==> src/pcmp_pkg.sv <==
// Package for the position compare pulse unit: register map, fields, constants
// Notes on behaviour
// RL1 - Targets read from array at start index
// RL2 - Software keeps start plus count inside array
// RL3 - Targets are signed 32-bit pulse positions
// RL4 - Match on crossing, not only equality
// RL5 - Enable bit 0 starts at first entry
// RL6 - One pulse per match, then next entry; matches within the pulse width merge into one pulse
// RL7 - Count decrements per match, stops at zero
// RL8 - Last target is start plus count minus one
// RL9 - Enable bit 0 clears on completion
// RL10 - Enable with zero count: clear, no start
// RL11 - Continuous mode wraps to first entry forever
// RL12 - Auto capture starts after last match
// RL13 - Pulse on dedicated pin within 1 us
// RL14 - Source axis selectable and readable back
// RL15 - Pulse width programmable, polarity selectable
// RL16 - Crossing from previous and current samples
package pcmp_pkg;
	localparam int unsigned CLK_HZ = 20_000_000;
	localparam int unsigned RESPONSE_NS = 1000;
	localparam int unsigned RESPONSE_CYC = RESPONSE_NS / (1_000_000_000 / CLK_HZ);
	localparam int unsigned BUS_AW = 4;
	localparam int unsigned BUS_DW = 32;
	localparam int unsigned POS_W = 32;
	localparam int unsigned WIDTH_W = 16;

	localparam logic [BUS_AW-1:0] OFS_CONTROL = 4'h0;
	localparam logic [BUS_AW-1:0] OFS_START = 4'h1;
	localparam logic [BUS_AW-1:0] OFS_COUNT = 4'h2;
	localparam logic [BUS_AW-1:0] OFS_SOURCE = 4'h3;
	localparam logic [BUS_AW-1:0] OFS_WIDTH = 4'h4;
	localparam logic [BUS_AW-1:0] OFS_STATUS = 4'h5;
	localparam logic [BUS_AW-1:0] OFS_MASK = 4'h6;
	localparam logic [BUS_AW-1:0] OFS_TARGET = 4'h7;
	localparam logic [BUS_AW-1:0] OFS_ARR_ADDR = 4'h8;
	localparam logic [BUS_AW-1:0] OFS_ARR_DATA = 4'h9;

	localparam logic [WIDTH_W-1:0] WIDTH_RST = 16'h0001;

	typedef enum logic [1:0]
	{
		SRC_MAIN = 2'b00,
		SRC_AUX = 2'b01,
		SRC_PULSE = 2'b10,
		SRC_CAPTURE = 2'b11
	} source_e;

	typedef enum logic [1:0]
	{
		ST_IDLE = 2'b00,
		ST_ARM = 2'b01,
		ST_RUN = 2'b10
	} state_e;

	typedef struct packed
	{
		logic [27:0] rsvd;
		logic normally_closed;
		logic auto_capture;
		logic continuous;
		logic enable;
	} ctrl_s;

	typedef struct packed
	{
		logic [27:0] rsvd;
		logic wrapped;
		logic zero_abort;
		logic done;
		logic matched;
	} status_s;

	typedef struct packed
	{
		logic signed [POS_W-1:0] main_enc;
		logic signed [POS_W-1:0] aux_scale;
		logic signed [POS_W-1:0] pulse_cmd;
		logic signed [POS_W-1:0] capture_axis;
	} axis_pos_s;

	localparam ctrl_s CTRL_RST = '0;
	localparam status_s STATUS_RST = '0;
endpackage : pcmp_pkg

==> src/compare_pulse_shaper.sv <==
// Pulse stretcher and contact polarity stage for the compare output pin
`timescale 1ns/1ps
module compare_pulse_shaper
	import pcmp_pkg::*;
#(
	parameter int unsigned W = WIDTH_W
)
(
	// Clock, reset, enable
	input wire logic core_clk_i,
	input wire logic srst_i,
	input wire logic ce_i,
	// Control
	input wire logic fire_i,
	input wire logic [W-1:0] width_i,
	input wire logic normally_closed_i,
	// Pin
	output logic pin_o
);
	logic [W-1:0] remain;
	logic [W-1:0] next_remain;
	logic level;
	logic next_level;

	// A new match restarts the pulse; back-to-back matches merge into one long pulse
	always_comb
	begin
		next_remain = remain;
		next_level = level;
		if (fire_i)
		begin
			next_remain = (width_i == '0) ? W'(1) : width_i;
			next_level = 1'b1;
		end
		else if (remain > W'(1))
		begin
			next_remain = remain - W'(1);
		end
		else
		begin
			next_remain = '0;
			next_level = 1'b0;
		end
	end

	always_ff @(posedge core_clk_i)
	begin
		if (srst_i)
		begin
			remain <= '0;
			level <= 1'b0;
		end
		else if (ce_i)
		begin
			remain <= next_remain;
			level <= next_level;
		end
	end

	// Normally closed contact idles high and opens for the pulse
	assign pin_o = level ^ normally_closed_i; // [RL15]
endmodule : compare_pulse_shaper

==> src/position_compare_pulse_unit.sv <==
// Position compare unit: target table, crossing detector, register port
//
// Our own choices: the register offsets and strobed register access.
`timescale 1ns/1ps
module position_compare_pulse_unit
	import pcmp_pkg::*;
#(
	parameter int unsigned ARRAY_DEPTH = 64,
	parameter int unsigned IDX_W = $clog2(ARRAY_DEPTH)
)
(
	// Clock, reset, enable
	input wire logic core_clk_i,
	input wire logic srst_i,
	input wire logic ce_i,
	// Register port
	input wire logic [BUS_AW-1:0] addr_i,
	input wire logic [BUS_DW-1:0] wdata_i,
	input wire logic wr_i,
	input wire logic rd_i,
	output logic [BUS_DW-1:0] rdata_o,
	// Axis positions
	input wire axis_pos_s axis_pos_i,
	// Outputs
	output logic compare_pulse_output_o,
	output logic capture_start_o,
	output logic busy_o,
	output logic irq_o
);
	logic signed [POS_W-1:0] mem [ARRAY_DEPTH];

	state_e state;
	state_e next_state;
	ctrl_s ctrl;
	ctrl_s next_ctrl;
	status_s status;
	status_s next_status;
	status_s mask;
	status_s next_mask;
	logic [IDX_W-1:0] start_idx;
	logic [IDX_W-1:0] next_start_idx;
	logic [IDX_W-1:0] cur_idx;
	logic [IDX_W-1:0] next_cur_idx;
	logic [IDX_W:0] count;
	logic [IDX_W:0] next_count;
	logic [IDX_W:0] lap_count;
	logic [IDX_W:0] next_lap_count;
	source_e source;
	source_e next_source;
	logic [WIDTH_W-1:0] width;
	logic [WIDTH_W-1:0] next_width;
	logic [IDX_W-1:0] arr_addr;
	logic [IDX_W-1:0] next_arr_addr;
	logic signed [POS_W-1:0] prev_pos;
	logic signed [POS_W-1:0] next_prev_pos;
	logic fire;
	logic next_fire;
	logic cap_pulse;
	logic next_cap_pulse;
	logic [BUS_DW-1:0] rdata;
	logic [BUS_DW-1:0] next_rdata;
	logic mem_we;
	logic signed [POS_W-1:0] cur_pos;
	logic signed [POS_W-1:0] target;
	logic hit;
	ctrl_s wctrl;
	status_s wstat;

	// Crossing test on signed values, either direction of travel
	function automatic logic crossed(input logic signed [POS_W-1:0] a,
		input logic signed [POS_W-1:0] b, input logic signed [POS_W-1:0] t);
		crossed = ((a <= t) && (b >= t)) || ((a >= t) && (b <= t));
	endfunction : crossed

	function automatic logic is_wr(input logic [BUS_AW-1:0] ofs);
		is_wr = wr_i && (addr_i == ofs);
	endfunction : is_wr

	always_comb
	begin
		case (source) // [RL14]
			SRC_MAIN: cur_pos = axis_pos_i.main_enc;
			SRC_AUX: cur_pos = axis_pos_i.aux_scale;
			SRC_PULSE: cur_pos = axis_pos_i.pulse_cmd;
			SRC_CAPTURE: cur_pos = axis_pos_i.capture_axis;
			default: cur_pos = axis_pos_i.main_enc;
		endcase
	end

	// Asynchronous table read keeps the crossing-to-pin path at two flops
	assign target = mem[cur_idx]; // [RL1] [RL3]
	assign hit = (state == ST_RUN) && crossed(prev_pos, cur_pos, target); // [RL4] [RL16]
	assign wctrl = ctrl_s'(wdata_i);
	assign wstat = status_s'(wdata_i);
	// Written out here: a continuous assign would not wake on the strobe inside a function
	assign mem_we = wr_i && (addr_i == OFS_ARR_DATA);

	always_comb
	begin
		next_state = state;
		next_ctrl = ctrl;
		next_status = status;
		next_mask = mask;
		next_start_idx = start_idx;
		next_cur_idx = cur_idx;
		next_count = count;
		next_lap_count = lap_count;
		next_source = source;
		next_width = width;
		next_arr_addr = arr_addr;
		next_prev_pos = cur_pos;
		next_fire = 1'b0;
		next_cap_pulse = 1'b0;
		next_rdata = '0;

		// Status clears first so that hardware events below win over the write
		if (is_wr(OFS_STATUS))
		begin
			next_status = status & ~wstat;
			next_status.rsvd = '0;
		end
		if (is_wr(OFS_MASK))
		begin
			next_mask = wstat;
			next_mask.rsvd = '0;
		end
		if (is_wr(OFS_WIDTH))
		begin
			next_width = wdata_i[WIDTH_W-1:0];
		end
		if (is_wr(OFS_ARR_ADDR))
		begin
			next_arr_addr = wdata_i[IDX_W-1:0];
		end
		if (mem_we)
		begin
			next_arr_addr = arr_addr + IDX_W'(1);
		end
		// Table position and count are frozen while a sequence runs
		if (state == ST_IDLE)
		begin
			if (is_wr(OFS_START))
			begin
				next_start_idx = wdata_i[IDX_W-1:0];
			end
			if (is_wr(OFS_COUNT))
			begin
				next_count = wdata_i[IDX_W:0];
			end
		end
		// The capture axis source stays locked while comparing against it
		if (is_wr(OFS_SOURCE) && !((state != ST_IDLE) && (source == SRC_CAPTURE)))
		begin
			next_source = source_e'(wdata_i[1:0]); // [RL14]
		end
		if (is_wr(OFS_CONTROL))
		begin
			next_ctrl = wctrl;
			next_ctrl.rsvd = '0;
		end

		case (state)
			ST_IDLE:
			begin
				if (next_ctrl.enable)
				begin
					if (next_count == '0)
					begin
						next_ctrl.enable = 1'b0; // [RL10]
						next_status.zero_abort = 1'b1;
					end
					else
					begin
						next_cur_idx = next_start_idx; // [RL5]
						next_lap_count = next_count;
						next_state = ST_ARM;
					end
				end
			end
			ST_ARM:
			begin
				// One cycle to load a fresh previous sample for the new source
				if (!next_ctrl.enable)
				begin
					next_state = ST_IDLE;
				end
				else
				begin
					next_state = ST_RUN;
				end
			end
			ST_RUN:
			begin
				if (hit)
				begin
					next_fire = 1'b1; // [RL6] [RL13]
					next_status.matched = 1'b1;
					next_cur_idx = cur_idx + IDX_W'(1); // [RL2]
					next_count = count - (IDX_W+1)'(1); // [RL7]
					if (count == (IDX_W+1)'(1))
					begin
						// Entry at start plus count minus one was just matched
						next_cap_pulse = ctrl.auto_capture; // [RL8] [RL12]
						if (ctrl.continuous)
						begin
							next_cur_idx = start_idx; // [RL11]
							next_count = lap_count;
							next_status.wrapped = 1'b1;
						end
						else
						begin
							next_ctrl.enable = 1'b0; // [RL9]
							next_status.done = 1'b1;
							next_state = ST_IDLE;
						end
					end
				end
				else if (!next_ctrl.enable)
				begin
					next_state = ST_IDLE;
				end
				// Software stop after a hit still leaves the pulse and count update
				if (hit && !next_ctrl.enable)
				begin
					next_state = ST_IDLE;
				end
			end
			default:
			begin
				next_state = ST_IDLE;
			end
		endcase

		if (rd_i)
		begin
			case (addr_i)
				OFS_CONTROL: next_rdata = BUS_DW'(ctrl);
				OFS_START: next_rdata = BUS_DW'(start_idx);
				OFS_COUNT: next_rdata = BUS_DW'(count);
				OFS_SOURCE: next_rdata = BUS_DW'(source);
				OFS_WIDTH: next_rdata = BUS_DW'(width);
				OFS_STATUS: next_rdata = BUS_DW'(status);
				OFS_MASK: next_rdata = BUS_DW'(mask);
				OFS_TARGET: next_rdata = BUS_DW'(target);
				OFS_ARR_ADDR: next_rdata = BUS_DW'(arr_addr);
				OFS_ARR_DATA: next_rdata = BUS_DW'(mem[arr_addr]);
				default: next_rdata = '0;
			endcase
		end
	end

	always_ff @(posedge core_clk_i)
	begin
		if (srst_i)
		begin
			state <= ST_IDLE;
			ctrl <= CTRL_RST;
			status <= STATUS_RST;
			mask <= STATUS_RST;
			start_idx <= '0;
			cur_idx <= '0;
			count <= '0;
			lap_count <= '0;
			source <= SRC_MAIN;
			width <= WIDTH_RST;
			arr_addr <= '0;
			prev_pos <= '0;
			fire <= 1'b0;
			cap_pulse <= 1'b0;
			rdata <= '0;
		end
		else if (ce_i)
		begin
			state <= next_state;
			ctrl <= next_ctrl;
			status <= next_status;
			mask <= next_mask;
			start_idx <= next_start_idx;
			cur_idx <= next_cur_idx;
			count <= next_count;
			lap_count <= next_lap_count;
			source <= next_source;
			width <= next_width;
			arr_addr <= next_arr_addr;
			prev_pos <= next_prev_pos;
			fire <= next_fire;
			cap_pulse <= next_cap_pulse;
			rdata <= next_rdata;
		end
	end

	// Table storage has no reset; software fills it before enabling
	always_ff @(posedge core_clk_i)
	begin
		if (ce_i && mem_we)
		begin
			mem[arr_addr] <= signed'(wdata_i);
		end
	end

	compare_pulse_shaper #(
		.W(WIDTH_W)
	) u_shaper (
		.core_clk_i(core_clk_i),
		.srst_i(srst_i),
		.ce_i(ce_i),
		.fire_i(fire),
		.width_i(width),
		.normally_closed_i(ctrl.normally_closed),
		.pin_o(compare_pulse_output_o) // [RL13] [RL15]
	);

	assign rdata_o = rdata;
	assign capture_start_o = cap_pulse;
	assign busy_o = (state != ST_IDLE);
	assign irq_o = |(status & mask);
endmodule : position_compare_pulse_unit

==> config.mk <==
export PLATFORM = sky130hd
export DESIGN_NAME = position_compare_pulse_unit
export DESIGN_NICKNAME = d
export VERILOG_FILES = /design/src/pcmp_pkg.sv /design/src/compare_pulse_shaper.sv /design/src/position_compare_pulse_unit.sv
export SDC_FILE = /design/constraint.sdc
export NUM_CORES = 2
export LEC_CHECK = 0
export BUFFER_PORTS_ARGS = -buffer_cell sky130_fd_sc_hd__buf_4
export CORE_MARGIN = 4
export CORE_UTILIZATION = 30
export DETAILED_ROUTE_END_ITERATION = 12
export PLACE_DENSITY = 0.51
export SLEW_MARGIN = 20
export SYNTH_ARGS = -nofsm -noshare
export SYNTH_HDL_FRONTEND = slang
export SYNTH_SLANG_ARGS = --single-unit
==> constraint.sdc <==
create_clock -name core_clk_i -period 11 [get_ports core_clk_i]
set_input_delay 0.55 -clock core_clk_i [delete_from_list [all_inputs] [get_ports core_clk_i]]
set_output_delay 0.55 -clock core_clk_i [all_outputs]
set_load 0.01 [all_outputs]
==> flow_summary.yaml <==
status:
  status: "complete, no violations"
clocking:
  clk_pin_slew_ns: 0.06
  cts_tree: "done"
  root_buffer: "clkbuf_16"
  cts_max_level: 4
  cts_buffers: 246
  cts_hold_buf: 0
  cts_setup_buffers: 0
  cts.repair.resized: 0
  clkLatencyLatePin_ns: 0.94
  cts_buffer_depth: 4
  clkSinkCount: 2207
synth:
  synth.top_cells.by_count: "2,048 x edfxtp_1, 1,355 x mux4_2, 223 x clkbuf_1"
  ys_types: 65
  syn_area_sq_um: 103000
  synthCells: 4990
  synth_area_per_cell_sq_um: 20.7
  synth_top_area_cell: "edfxtp_1"
  netlist_top_cells_area: "edfxtp_1 60%, mux4_2 30%, dfxtp_1 3.1%"
  yosys_most_used_dff: "edfxtp_1"
  synth_top_area_share_pct: 59.5
  syn_nets: 5229
  yosys.cell_count.top_type: "edfxtp_1"
  synthArstFlopShare_pct: 0
  synth.yosys.seq_area_share_pct: 62.6
  yosysWarnings: 0
  synth-seq-cells: 2207
  synth_edf_count: 2048
timing:
  slew_headroom_pct: 23.2
  maxSlewViolCount: 0
  fin_hold_ws_ns: 0.0799
  rsz0062_at_grt: "false"
  hold_viol_final: 0
  worstMarginPinSlew_ns: 1.15
  tns_ns: 0
  max_freq_mhz: 134
  finClkSkew_ns: 0.0893
  fin_crit_sh_pct: 67.8
  finalSetupViolCount: 0
  period_minus_slack_ns: 7.46
cells_and_area:
  drive_gt1_share_pct: 40.3
  multiInputGateArea_sq_um: 37400
  area_growth_pct: 15.0
  nNetsFinal: 5450
  fill_cells: 31800
  seqCellArea_sq_um: 64700
worst_setup_path:
  cp-end-kind: "register"
  crit_chain: "buf_4 -> buf_4 -> mux4_2 -> mux4_2 -> mux2_2 -> a21oi_1 -> ha_1 -> nand4_1 -> nor4_1 -> o31ai_1 -> a2111oi_2 -> mux2i_1 -> buf_4 -> a21oi_4 -> mux2_2"
  crit_type: "register to register"
  max_stage_delay_ns: 0.88
  crit_required_ns: 11.81
  slowest_stage: "a2111oi_2"
  arrival_ns: 8.27
  start_kind: "register"
  path_max_fanout: 33
  path_common_cell: "buf_4"
global_routing:
  antenna_found_initial: 34
  track_usage_pct: 20.7
  grt_pass1_vias: 58900
  overflow: 0
  grt_max_degree: 129
  grt_pass1_wl_um: 512000
routing:
  drc: 0
  drt_wl_total_um: 375000
  postRouteAntennaNets: 0
  wl_per_cell_um: 37.6
  vias: 58900
  drt-initial-drc-count: 7457
  drtPass1Iterations: 6
  post_drt_via_cell_ratio: 5.90
die:
  die_area_sq_um: 354000
  initial_core_util_pct: 30.1
  die_w_um: 595
  die_h_um: 595
  coreArea_sq_um: 343000
  io_pins: 205
  num_rows: 215
min_path:
  hp-class: "primary input to register"
placed_design:
  numPortBuffers: 204
  gp_congestion: 0.840
  dp_hpwl_um: 208000
pwr:
  p_total_mw: 18.1
  p_leak_nw: 34.6
  irDropWorstVdd_v: 0.000131
  power_density_nw_per_um2: 152
job:
  maxCapViolations: 0
## kinds of logic after synthesis
logic type                 synth area share (%)
DFF                                        62.6
muxes                                      30.5
and+or+nand+nor                            2.19
buffers and inverters                      1.70
AOI/OAI and AO/OA                          1.99
adders and majority gates                 0.848
xor gates and xnor gates                  0.144
## critical path, delay by kind of cell, from the launching register on
kind                       cells  cell delay, ns
buffers and inverters          3            1.51
muxes                          5            1.92
adders and majority gates      1            0.25
and+or+nand+nor                2            0.61
AOI/OAI and AO/OA              4            2.01
DFF                            1            0.87
## worst paths after layout
path                      end  slack (ns)   startpoint  cells after the start
setup reg to reg     register        3.54     register                     15
hold / removal       register        0.08         wr_i                      3
hold reg to reg   rdata_o[17]        0.46  rdata_o[17]                      2
setup / recovery     register        3.54     register                     15
## layout make-up
cell class	instances	area share, %
clock inverter	144	1.17
timing repair buffer	356	2.46
clock buffer	308	5.45
inverter	37	0.117
sequential	2207	54.5
antenna	13	0.0274
tap	4557	4.80
multi-input combinational	2363	31.5
## stage by stage
| step | std cells | setup slack (ns) | cell area [sq um] | utilization, % |
|---|---|---|---|---|
| final | 9985 | 3.54 | 119000 | 34.6 |
| after global routing | 9975 | 3.21 | 119000 | 34.6 |
| after CTS | 9971 | 3.61 | 119000 | 34.6 |
| after detailed placement | 9519 | 3.65 | 111000 | 32.3 |
| after global placement | 9519 | 3.61 | 111000 | 32.3 |
| after floorplan | 4990 | 5.74 | 103000 | - |
## state kept, by name (all words and copies together), names as in the netlist, 2 cells and up, named ones only
name / count
mem: 2048
prev_pos: 32
rdata_o: 32
u_shaper.remain: 16
width: 16
count: 7
lap_count: 7
arr_addr: 6
cur_idx: 6
start_idx: 6
ctrl: 4
mask: 4
status: 4
source: 2
state: 2
## layer usage
layer	global-route usage, %	vias up	share of wire (%)
met4	6.68	6	3.5
met3	4.16	572	8.5
li1	-	22300	-
met1	28.9	32900	41
met2	32.7	3059	47
met5	0	-	0.011
## placed cells by master, fill, tap and decap left out, types with 8 or more instances in the layout
master / Yosys / layout
a211oi_1: 12 / 12
bufinv_16: 0 / 25
nand3_1: 32 / 31
clkinv_2: 0 / 46
nor2_1: 197 / 132
clkbuf_1: 223 / 57
a21o_1: 8 / 8
a221oi_1: 13 / 13
mux2i_1: 73 / 73
and3_1: 10 / 9
clkbuf_16: 0 / 249
xnor2_1: 10 / 10
nor3_1: 33 / 30
clkinvlp_4: 0 / 22
o211ai_1: 18 / 18
inv_1: 37 / 37
edfxtp_1: 2048 / 2048
a21oi_1: 100 / 100
ha_1: 70 / 70
clkinv_1: 0 / 44
mux4_2: 1355 / 1355
mux2_2: 27 / 27
dfxtp_1: 159 / 145
o21ai_0: 61 / 61
nor2b_1: 25 / 25
nor2_4: 0 / 63
buf_4: 5 / 337
dfxtp_4: 0 / 12
nand2_1: 152 / 151
nor4_1: 15 / 14
nand2b_1: 11 / 11
diode_2: 0 / 13
a22oi_1: 36 / 36
nand4_1: 14 / 14
buf_12: 0 / 18
## power by group
group / leakage (nW) / switching [mW] / internal, mW
logic: 11.1 / 0.403 / 0.250
clock network: 3.79 / 3.48 / 4.73
registers: 19.7 / 0.0303 / 9.18
Note: power is estimated with default switching activity, not from simulation.
